===== config.mk =====
export PLATFORM = sky130hd
export DESIGN_NAME = foc_seq
export DESIGN_NICKNAME = d
export VERILOG_FILES = /design/src/foc_pkg.sv /design/src/foc_seq.sv
export SDC_FILE = /design/constraint.sdc
export NUM_CORES = 2
export LEC_CHECK = 0
export ABC_AREA = 1
export BUFFER_PORTS_ARGS = -buffer_cell sky130_fd_sc_hd__clkbuf_2
export CAP_MARGIN = 25
export CORE_ASPECT_RATIO = 1.2
export CORE_MARGIN = 2
export CORE_UTILIZATION = 60
export CTS_BUF_LIST = sky130_fd_sc_hd__clkbuf_4
export CTS_CLUSTER_SIZE = 10
export DETAILED_ROUTE_END_ITERATION = 16
export PLACE_DENSITY = 0.77
export SLEW_MARGIN = 10
export SYNTH_ARGS = -nofsm -noshare
export SYNTH_HDL_FRONTEND = slang
export SYNTH_SLANG_ARGS = --single-unit

===== constraint.sdc =====
create_clock -name clk_i -period 6.26 [get_ports clk_i]
set_input_delay 0.313 -clock clk_i [delete_from_list [all_inputs] [get_ports clk_i]]
set_output_delay 0.313 -clock clk_i [all_outputs]
set_load 0.02 [all_outputs]

===== src/foc_pkg.sv =====
/*
 * Package of the flash command sequencer: register offsets, field layouts,
 * command codes, parameter slot figures and array geometry.
 * Assumes a 32-bit classic Wishbone slave with word-aligned registers.
 */
package foc_pkg;

	// ----------------------------------------------------------------
	// Register map (byte addresses)
	// ----------------------------------------------------------------
	localparam logic [7:0] ADDR_STATUS = 8'h00;
	localparam logic [7:0] ADDR_INDEX  = 8'h04;
	localparam logic [7:0] ADDR_PARAM  = 8'h08;
	localparam logic [7:0] ADDR_PROT   = 8'h0c;
	localparam logic [7:0] ADDR_CTRL   = 8'h10;

	// ----------------------------------------------------------------
	// Status register fields
	// ----------------------------------------------------------------
	localparam int ST_COMPLETE = 7;
	localparam int ST_ACCESS_ERROR_FLAG   = 5;
	localparam int ST_PVIOL    = 4;
	localparam int ST_VERR     = 1;
	localparam int ST_VUNC     = 0;
	localparam int ST_SECURE   = 8;

	// Control register fields
	localparam int CT_NORMAL   = 0;
	localparam int CT_FAULT    = 1;
	localparam int CT_UNCORR   = 2;

	// Protection register fields
	localparam int PR_PROG_ALL = 0;
	localparam int PR_DATA_ALL = 1;
	localparam int PR_SECT_LO  = 8;

	// ----------------------------------------------------------------
	// Commands and parameter slots
	// ----------------------------------------------------------------
	localparam logic [7:0] CMD_OTP_PROG   = 8'h07;
	localparam logic [7:0] CMD_ERASE_ALL  = 8'h08;
	localparam logic [7:0] CMD_ERASE_BLK  = 8'h09;
	localparam logic [7:0] CMD_ERASE_SECT = 8'h0a;

	localparam logic [2:0] SLOT_CMD   = 3'h0;
	localparam logic [2:0] SLOT_ADDR  = 3'h1;
	localparam logic [2:0] SLOT_LAST  = 3'h5;
	localparam int         NUM_SLOTS  = 6;

	// ----------------------------------------------------------------
	// Array geometry
	// ----------------------------------------------------------------
	localparam int         OTP_PHRASES   = 8;
	localparam logic [15:0] OTP_IDX_MAX  = 16'h0007;
	localparam logic [1:0] BLK_PROG      = 2'h0;
	localparam logic [1:0] BLK_DATA      = 2'h1;
	localparam int         SECT_BITS     = 9;
	localparam int         NUM_SECT_PROT = 8;
	localparam logic [15:0] ERASED_WORD  = 16'hffff;

	// Bus-cycle counts of the embedded operations
	localparam int T_CHECK = 4;
	localparam int T_PROG  = 16;
	localparam int T_ERASE = 64;
	localparam int T_VER   = 8;

	typedef enum logic [2:0] {
		S_IDLE,
		S_CHECK,
		S_PROG,
		S_ERASE,
		S_VERIFY
	} foc_state_t;

	typedef struct packed {
		logic [15:0] w0;
		logic [15:0] w1;
		logic [15:0] w2;
		logic [15:0] w3;
	} foc_phrase_t;

	typedef struct packed {
		logic complete;
		logic access_error_flag;
		logic pviol;
		logic verr;
		logic vunc;
	} foc_flags_t;

endpackage


===== src/foc_seq.sv =====
/*
 * Flash command sequencer: one-time phrase programming, erase-all,
 * block erase and program-array sector erase, with launch checks,
 * protection checks, verify flags and security release.
 * Assumes a classic Wishbone master on clk_i, synchronous reset rst_i,
 * and that the array model outside signals verify faults via the control
 * register.
 */
// The Wishbone interface to the registers and the address map were left to the implementer.
// Contract
// - OTP writes only eight reserved unerasable phrases
// - OTP checks erased, programs, verifies, then completes
// - OTP index above seven gives access error
// - Program-array reads invalid during OTP
// - Second OTP on programmed phrase refused
// - OTP launch needs slot index five
// - Verify sets error and uncorrectable flags
// - Unavailable mode gives access error
// - Erase-all code, launch needs slot zero
// - Erase-all erases, verifies, then releases security unless verify signals a fault
// - Erase-all with protection sets violation
// - All-ones OTP phrase may be reprogrammed
// - Block erase erases, verifies, then completes
// - Block erase launch, block, alignment checks
// - Protected area in block sets violation
// - Sector erase clears whole addressed sector
// - Misaligned sector address gives access error
// - Protected sector sets violation
`timescale 1ns/1ps

module foc_seq #(
	parameter int SLOTS = foc_pkg::NUM_SLOTS
) (
	input  wire logic        clk_i,      // Bus clock
	input  wire logic        rst_i,      // Synchronous reset, active high
	input  wire logic        cyc_i,      // Wishbone cycle
	input  wire logic        stb_i,      // Wishbone strobe
	input  wire logic        we_i,       // Wishbone write enable
	input  wire logic [7:0]  adr_i,      // Wishbone byte address
	input  wire logic [3:0]  sel_i,      // Wishbone byte selects
	input  wire logic [31:0] dat_i,      // Wishbone write data
	output logic      [31:0] dat_o,      // Wishbone read data
	output logic             ack_o,      // Wishbone acknowledge
	input  wire logic        mode_ok_i,  // Commands allowed in current mode
	input  wire logic        prog_rd_i,  // Program-array read request
	output logic             rd_valid_o, // Program-array read data valid
	output logic             secure_o    // Device secured
);

	// ----------------------------------------------------------------
	// State
	// ----------------------------------------------------------------
	typedef struct packed {
		foc_pkg::foc_state_t                 st;
		logic [7:0]                          cnt;
		logic [7:0]                          cmd;
		foc_pkg::foc_flags_t                 fl;
		logic [2:0]                          idx;
		logic [SLOTS-1:0][15:0]              prm;
		logic [foc_pkg::OTP_PHRASES-1:0][63:0] otp;
		logic [15:0]                         prot;
		logic [2:0]                          ctrl;
		logic                                secure;
		logic                                ack;
		logic [31:0]                         rdat;
	} foc_state_all_t;

	foc_state_all_t r;
	foc_state_all_t next_r;

	logic        bus_req;
	logic        wr;
	logic [2:0]  otp_sel;
	logic [1:0]  blk;
	logic [15:0] addr;
	logic        acc_err;
	logic        pv_err;
	logic        otp_blank;
	logic [63:0] wr_phrase;
	logic [2:0]  sect;

	assign bus_req   = cyc_i && stb_i && !r.ack;
	// Writes commit at the edge where the master samples ack high
	assign wr        = cyc_i && stb_i && we_i && r.ack;
	assign blk       = r.prm[foc_pkg::SLOT_CMD][1:0];
	assign addr      = r.prm[foc_pkg::SLOT_ADDR];
	assign otp_sel   = addr[2:0];
	assign otp_blank = (r.otp[otp_sel] == {4{foc_pkg::ERASED_WORD}});
	assign wr_phrase = {r.prm[2], r.prm[3], r.prm[4], r.prm[5]};
	assign sect      = addr[foc_pkg::SECT_BITS +: 3];

	// ----------------------------------------------------------------
	// Launch checks
	// ----------------------------------------------------------------
	always_comb begin
		acc_err = !mode_ok_i;
		pv_err  = 1'b0;
		case (r.prm[foc_pkg::SLOT_CMD][15:8])
			foc_pkg::CMD_OTP_PROG: begin
				if (r.idx != foc_pkg::SLOT_LAST)
					acc_err = 1'b1;
				if (addr > foc_pkg::OTP_IDX_MAX)
					acc_err = 1'b1;
				else if (!otp_blank)
					acc_err = 1'b1;
			end
			foc_pkg::CMD_ERASE_ALL: begin
				if (r.idx != foc_pkg::SLOT_CMD)
					acc_err = 1'b1;
				if (r.prot != 16'h0000)
					pv_err = 1'b1;
			end
			foc_pkg::CMD_ERASE_BLK: begin
				if (r.idx != foc_pkg::SLOT_ADDR)
					acc_err = 1'b1;
				if (blk == foc_pkg::BLK_PROG) begin
					if (addr[2:0] != 3'h0)
						acc_err = 1'b1;
					if (r.prot[foc_pkg::PR_PROG_ALL] || r.prot[15:foc_pkg::PR_SECT_LO] != 8'h00)
						pv_err = 1'b1;
				end else if (blk == foc_pkg::BLK_DATA) begin
					if (addr[0])
						acc_err = 1'b1;
					if (r.prot[foc_pkg::PR_DATA_ALL])
						pv_err = 1'b1;
				end else begin
					acc_err = 1'b1;
				end
			end
			foc_pkg::CMD_ERASE_SECT: begin
				if (r.idx != foc_pkg::SLOT_ADDR || blk != foc_pkg::BLK_PROG)
					acc_err = 1'b1;
				if (addr[2:0] != 3'h0)
					acc_err = 1'b1;
				if (r.prot[foc_pkg::PR_PROG_ALL] || r.prot[foc_pkg::PR_SECT_LO + 32'(sect)])
					pv_err = 1'b1;
			end
			default: acc_err = 1'b1;
		endcase
	end

	// ----------------------------------------------------------------
	// Next state
	// ----------------------------------------------------------------
	always_comb begin
		next_r      = r;
		next_r.ack  = bus_req;
		next_r.rdat = r.rdat;
		if (bus_req && !we_i) begin
			case (adr_i)
				foc_pkg::ADDR_STATUS: next_r.rdat = {23'h0, r.secure, r.fl.complete, 1'b0,
					r.fl.access_error_flag, r.fl.pviol, 2'h0, r.fl.verr, r.fl.vunc};
				foc_pkg::ADDR_INDEX:  next_r.rdat = {29'h0, r.idx};
				foc_pkg::ADDR_PARAM:  next_r.rdat = (32'(r.idx) < SLOTS) ?
					{16'h0, r.prm[r.idx]} : 32'h0;
				foc_pkg::ADDR_PROT:   next_r.rdat = {16'h0, r.prot};
				foc_pkg::ADDR_CTRL:   next_r.rdat = {29'h0, r.ctrl};
				default:              next_r.rdat = 32'h0;
			endcase
		end
		if (r.st != foc_pkg::S_IDLE && r.cnt != 8'h00)
			next_r.cnt = r.cnt - 8'h01;

		case (r.st)
			foc_pkg::S_IDLE: begin
				if (wr) begin
					case (adr_i)
						foc_pkg::ADDR_STATUS: if (sel_i[0]) begin
							if (dat_i[foc_pkg::ST_ACCESS_ERROR_FLAG]) next_r.fl.access_error_flag = 1'b0;
							if (dat_i[foc_pkg::ST_PVIOL])  next_r.fl.pviol = 1'b0;
							if (dat_i[foc_pkg::ST_COMPLETE] && !r.fl.access_error_flag && !r.fl.pviol) begin
								next_r.fl.verr = 1'b0;
								next_r.fl.vunc = 1'b0;
								next_r.cmd     = r.prm[foc_pkg::SLOT_CMD][15:8];
								if (acc_err || pv_err) begin
									next_r.fl.access_error_flag = acc_err;
									next_r.fl.pviol  = pv_err;
								end else begin
									next_r.fl.complete = 1'b0;
									next_r.cnt         = 8'(foc_pkg::T_CHECK);
									next_r.st          = foc_pkg::S_CHECK;
								end
							end
						end
						foc_pkg::ADDR_INDEX: if (sel_i[0]) next_r.idx = dat_i[2:0];
						foc_pkg::ADDR_PARAM: if (32'(r.idx) < SLOTS && sel_i[1:0] == 2'h3)
							next_r.prm[r.idx] = dat_i[15:0];
						foc_pkg::ADDR_PROT: if (sel_i[1:0] == 2'h3) next_r.prot = dat_i[15:0];
						foc_pkg::ADDR_CTRL: if (sel_i[0]) next_r.ctrl = dat_i[2:0];
						default: ;
					endcase
				end
			end
			foc_pkg::S_CHECK: begin
				if (r.cnt == 8'h00) begin
					if (r.cmd == foc_pkg::CMD_OTP_PROG) begin
						if (otp_blank) begin
							next_r.cnt = 8'(foc_pkg::T_PROG);
							next_r.st  = foc_pkg::S_PROG;
						end else begin
							next_r.fl.access_error_flag   = 1'b1;
							next_r.fl.complete = 1'b1;
							next_r.st          = foc_pkg::S_IDLE;
						end
					end else begin
						next_r.cnt = 8'(foc_pkg::T_ERASE);
						next_r.st  = foc_pkg::S_ERASE;
					end
				end
			end
			foc_pkg::S_PROG: begin
				if (r.cnt == 8'h00) begin
					next_r.otp[otp_sel] = wr_phrase;
					next_r.cnt          = 8'(foc_pkg::T_VER);
					next_r.st           = foc_pkg::S_VERIFY;
				end
			end
			foc_pkg::S_ERASE: begin
				if (r.cnt == 8'h00) begin
					next_r.cnt = 8'(foc_pkg::T_VER);
					next_r.st  = foc_pkg::S_VERIFY;
				end
			end
			foc_pkg::S_VERIFY: begin
				if (r.cnt == 8'h00) begin
					if (r.ctrl[foc_pkg::CT_FAULT])
						next_r.fl.verr = 1'b1;
					if (r.ctrl[foc_pkg::CT_FAULT] && r.ctrl[foc_pkg::CT_UNCORR])
						next_r.fl.vunc = 1'b1;
					if (r.cmd == foc_pkg::CMD_ERASE_ALL && !r.ctrl[foc_pkg::CT_FAULT])
						next_r.secure = 1'b0;
					next_r.fl.complete = 1'b1;
					next_r.st          = foc_pkg::S_IDLE;
				end
			end
			default: next_r.st = foc_pkg::S_IDLE;
		endcase
	end

	// ----------------------------------------------------------------
	// Registers
	// ----------------------------------------------------------------
	always_ff @(posedge clk_i) begin
		if (rst_i) begin
			r             <= '0;
			r.st          <= foc_pkg::S_IDLE;
			r.fl.complete <= 1'b1;
			r.otp         <= '1;
			r.secure      <= 1'b1;
		end else begin
			r <= next_r;
		end
	end

	assign dat_o      = r.rdat;
	assign ack_o      = r.ack;
	assign secure_o   = r.secure;
	assign rd_valid_o = prog_rd_i && !(r.st != foc_pkg::S_IDLE &&
		r.cmd == foc_pkg::CMD_OTP_PROG);

endmodule


==> summary.txt <==
Timing
  • Final period util: 72.56%
  • Achievable frequency: roughly 220 MHz
  • Fin crit period: 4.542 ns
  • Unrepaired setup endpoints after global routing: false
  • Final WS setup: between 1.5 and 2 ns
  • Slew HR: between 20% and 30%
  • Setup tns final: 0 ns
  • Fin Clk Skew: ~0.056 ns
  • Final Slew Violations: 0
  • Worst-Margin Slew: 1.164 ns
  • Final setup fails: 0
  • Final Hold Vio Count: 0

Clock tree
  • CTS buffer count: 167
  • Number of H-tree levels: 4
  • Clk slew on worst S/H paths: ~0.070 ns
  • CTS Root Cell: clkbuf_4
  • Post-CTS setup buffers: 0
  • CTS Buffer Depth: 3
  • CTS tree: built
  • Clk sinks: 672
  • Clk Latency, worst-skew pair: 0.92 ns

Power and ir drop
  • VDD IR-drop max: between 200 and 250 uV
  • Leak: about 18 nW
  • Power per Cell Area: between 200 and 300 nW/um^2
  • Design Power: ~8.2 mW

Worst setup path
  • Crit-path max cell delay: between 0.9 and 1 ns
  • R2R setup slack: roughly 1.7 ns
  • CP cell instances: nand2_2 > inv_1 > nand3_1 > nand2_1 > nor2_1 > nor2_1 > nand2_1 > nor2_1 > nand2_1 > nor2_1 > nand2_1 > nand2_1 > nand2_1 > nand2_1 > a21oi_1 > nand2_1 > nor2_1 > dlygate4sd3_1 > nor2_1
  • Worst path arrival time: ~5.4 ns
  • Worst path slowest cell: inv_1
  • Crit-path most repeated cell: nand2_1
  • Setup CP Type: reg -> reg
  • Startpoint Class: flip-flop
  • Required time worst endpoint: 7.08 ns
  • CP max FO: 23
  • Critical Path Sink Type: flip-flop

Route
  • Post-route DRC: 0
  • Final antenna-violating net count: 0
  • DR iter-0 viols: around 2600
  • First-pass DRT Iterations: 6
  • Drt total wl: around 83000 microns
  • WL/cell: ~17 microns
  • Vias: between 20000 and 30000
  • Vias per cell: around 5.7

GRT
  • Overall global routing resource usage: a little under a third
  • First-pass GRT wire length: approximately 130000 microns
  • Initial antenna violation count: 1
  • Grt ovf: 0
  • Vias in the first global route: between 20000 and 25000
  • Pin count of the biggest net entering global routing: roughly 230

Synth
  • Mapped Cells: around 4200
  • Synth cell types: 45
  • Top FF cell, synth: dfxtp_1
  • Synthesis Warnings: 0
  • Synthesized cell area: slightly above 30000 sq um
  • Syn Area/Cell: about 7.3 sq um
  • Flops & latches, synth: between 600 and 700
  • Sequential element share of the synthesized area: ~44%
  • Synth async-reset ratio: 0%
  • EDFF count, synth: 0

Place
  • Final Wtd Congestion: a little over 0.9
  • DP Cell Count: between 4000 and 5000
  • DP HPWL: 48970 microns
  • Buffers on Ports: between 50 and 60
  • Pre-CTS setup slack: 2.283 ns

Floorplanning
  • Starting density of the core: around three fifths
  • Die Y-Extent: between 200 and 300 microns
  • Die Area: between 50000 and 60000 sq um
  • Row Count: 90
  • Die Wd: about 210 microns
  • Top Ports: between 80 and 90
  • Core ar.: approximately 50000 sq um

Cells and area
  • Share of cells above drive strength 1: 10.78%
  • Most frequent cells in the layout: 1064 x nand2_1, 671 x dfxtp_1, 558 x o211ai_1
  • Non-filler cells in the finished layout: between 4000 and 5000
  • Area grow syn2layout: 8.001%
  • Commonest non-fill, non-tap cell in the layout: nand2_1
  • FF+latch area: ~13000 sq um
  • Fillers: between 4000 and 5000
  • Multi-input logic area: between 10000 and 15000 sq um
  • Final net count: about 4200

Status
  • Status: finished, final reports clean

Min path
  • Hold Path Class: in -> reg

Run
  • Max-Cap Viols: 0
through the flow:
| step | util [%] | cell area, sq um | hold WS [ns] |
|---|---|---|---|
| 3_3_place_gp | 60.44 | 30290 | 0.4407 |
| 4_1_cts | 65.04 | 32590 | 0.01144 |
| 2_1_floorplan | - | 30320 | 0.4275 |
| 3_5_place_dp | 60.45 | 30290 | 0.4453 |
| 5_1_grt | 65.22 | 32680 | 0.09318 |
| 6_report | 65.22 | 32680 | 0.06777 |
worst max-delay path: cells and delay by family, from the launching register on:
kind | cells | cell delay [ns]
compound gates | 1 | 0.05
buf+inv | 2 | 1.52
flops | 1 | 0.52
simple gates | 16 | 2.31
cells by family (layout without fill, tap and decap cells):
logic type / count (synthesis) / after routing / synth area share [%]
flops: 672 / 672 / 44.46
xor+xnor: 2 / 2 / 0.05790
other cells: 1 / 17 / 0.01239
simple gates: 1682 / 1682 / 22.83
fa+ha+maj: 1 / 1 / 0.04134
compound gates: 998 / 998 / 21.60
buf+inv: 796 / 859 / 11.00
registers in the layout (all words and copies together), names as in the netlist:
| register | count |
|---|---|
| secure_o | 1 |
| blk | 2 |
| dat_o | 16 |
| addr | 16 |
| ack_o | 1 |
| r | 636 |
layer usage:
layer  vias to the layer above  global-route usage [%]  share of wire (%)
met5                         -                       0                  0
met4                         0                   16.98                4.4
met3                       211                   5.310                6.7
met2                       969                   51.90                 47
met1                     12620                   39.55                 42
li1                      13760                       -                  -
Yosys cell counts, types with 55 or more instances:
master       n  area, sq um
nand3_1    192        960.9
a21oi_1    166        830.8
nor2_1     292         1096
or2_2       83        519.3
nand2_1   1065         3998
buf_2       99        495.5
o21ai_0    199        996.0
clkinv_1    55        206.5
clkbuf_1   179        671.9
inv_1      405         1520
dfxtp_1    672        13450
o211ai_1   558         4189
final timing paths:
kind / start / to / cells past startpoint
max reg2reg: addr[1] / r[667] / 19
max: addr[1] / r[667] / 19
min reg2reg: r[664] / r[664] / 2
min: sel_i[0] / r[666] / 6
area by class of cell:
class | count | area share (%)
Tap cell | 644 | 2.466
Clock inverter | 33 | 0.4786
Multi-Input combinational cell | 2699 | 41.81
Timing Repair Buffer | 123 | 3.189
Inverter | 462 | 5.337
Antenna cell | 1 | 0.007657
Clock buffer | 241 | 5.536
Sequential cell | 672 | 41.18
report_power, final:
group | internal, mW | switching (mW)
clock network | 1.79 | 1.71
registers | 4.30 | 0.0142
logic | 0.119 | 0.312
total | 6.21 | 2.04
timing repair:
item | CTS | global route
hold buffers | 33 | 0
hold endpoints to repair | 145 | 0
setup endpoints to repair | 0 | 0
gates resized for setup | 0 | 0
Note: power is estimated with default switching activity, not from simulation.
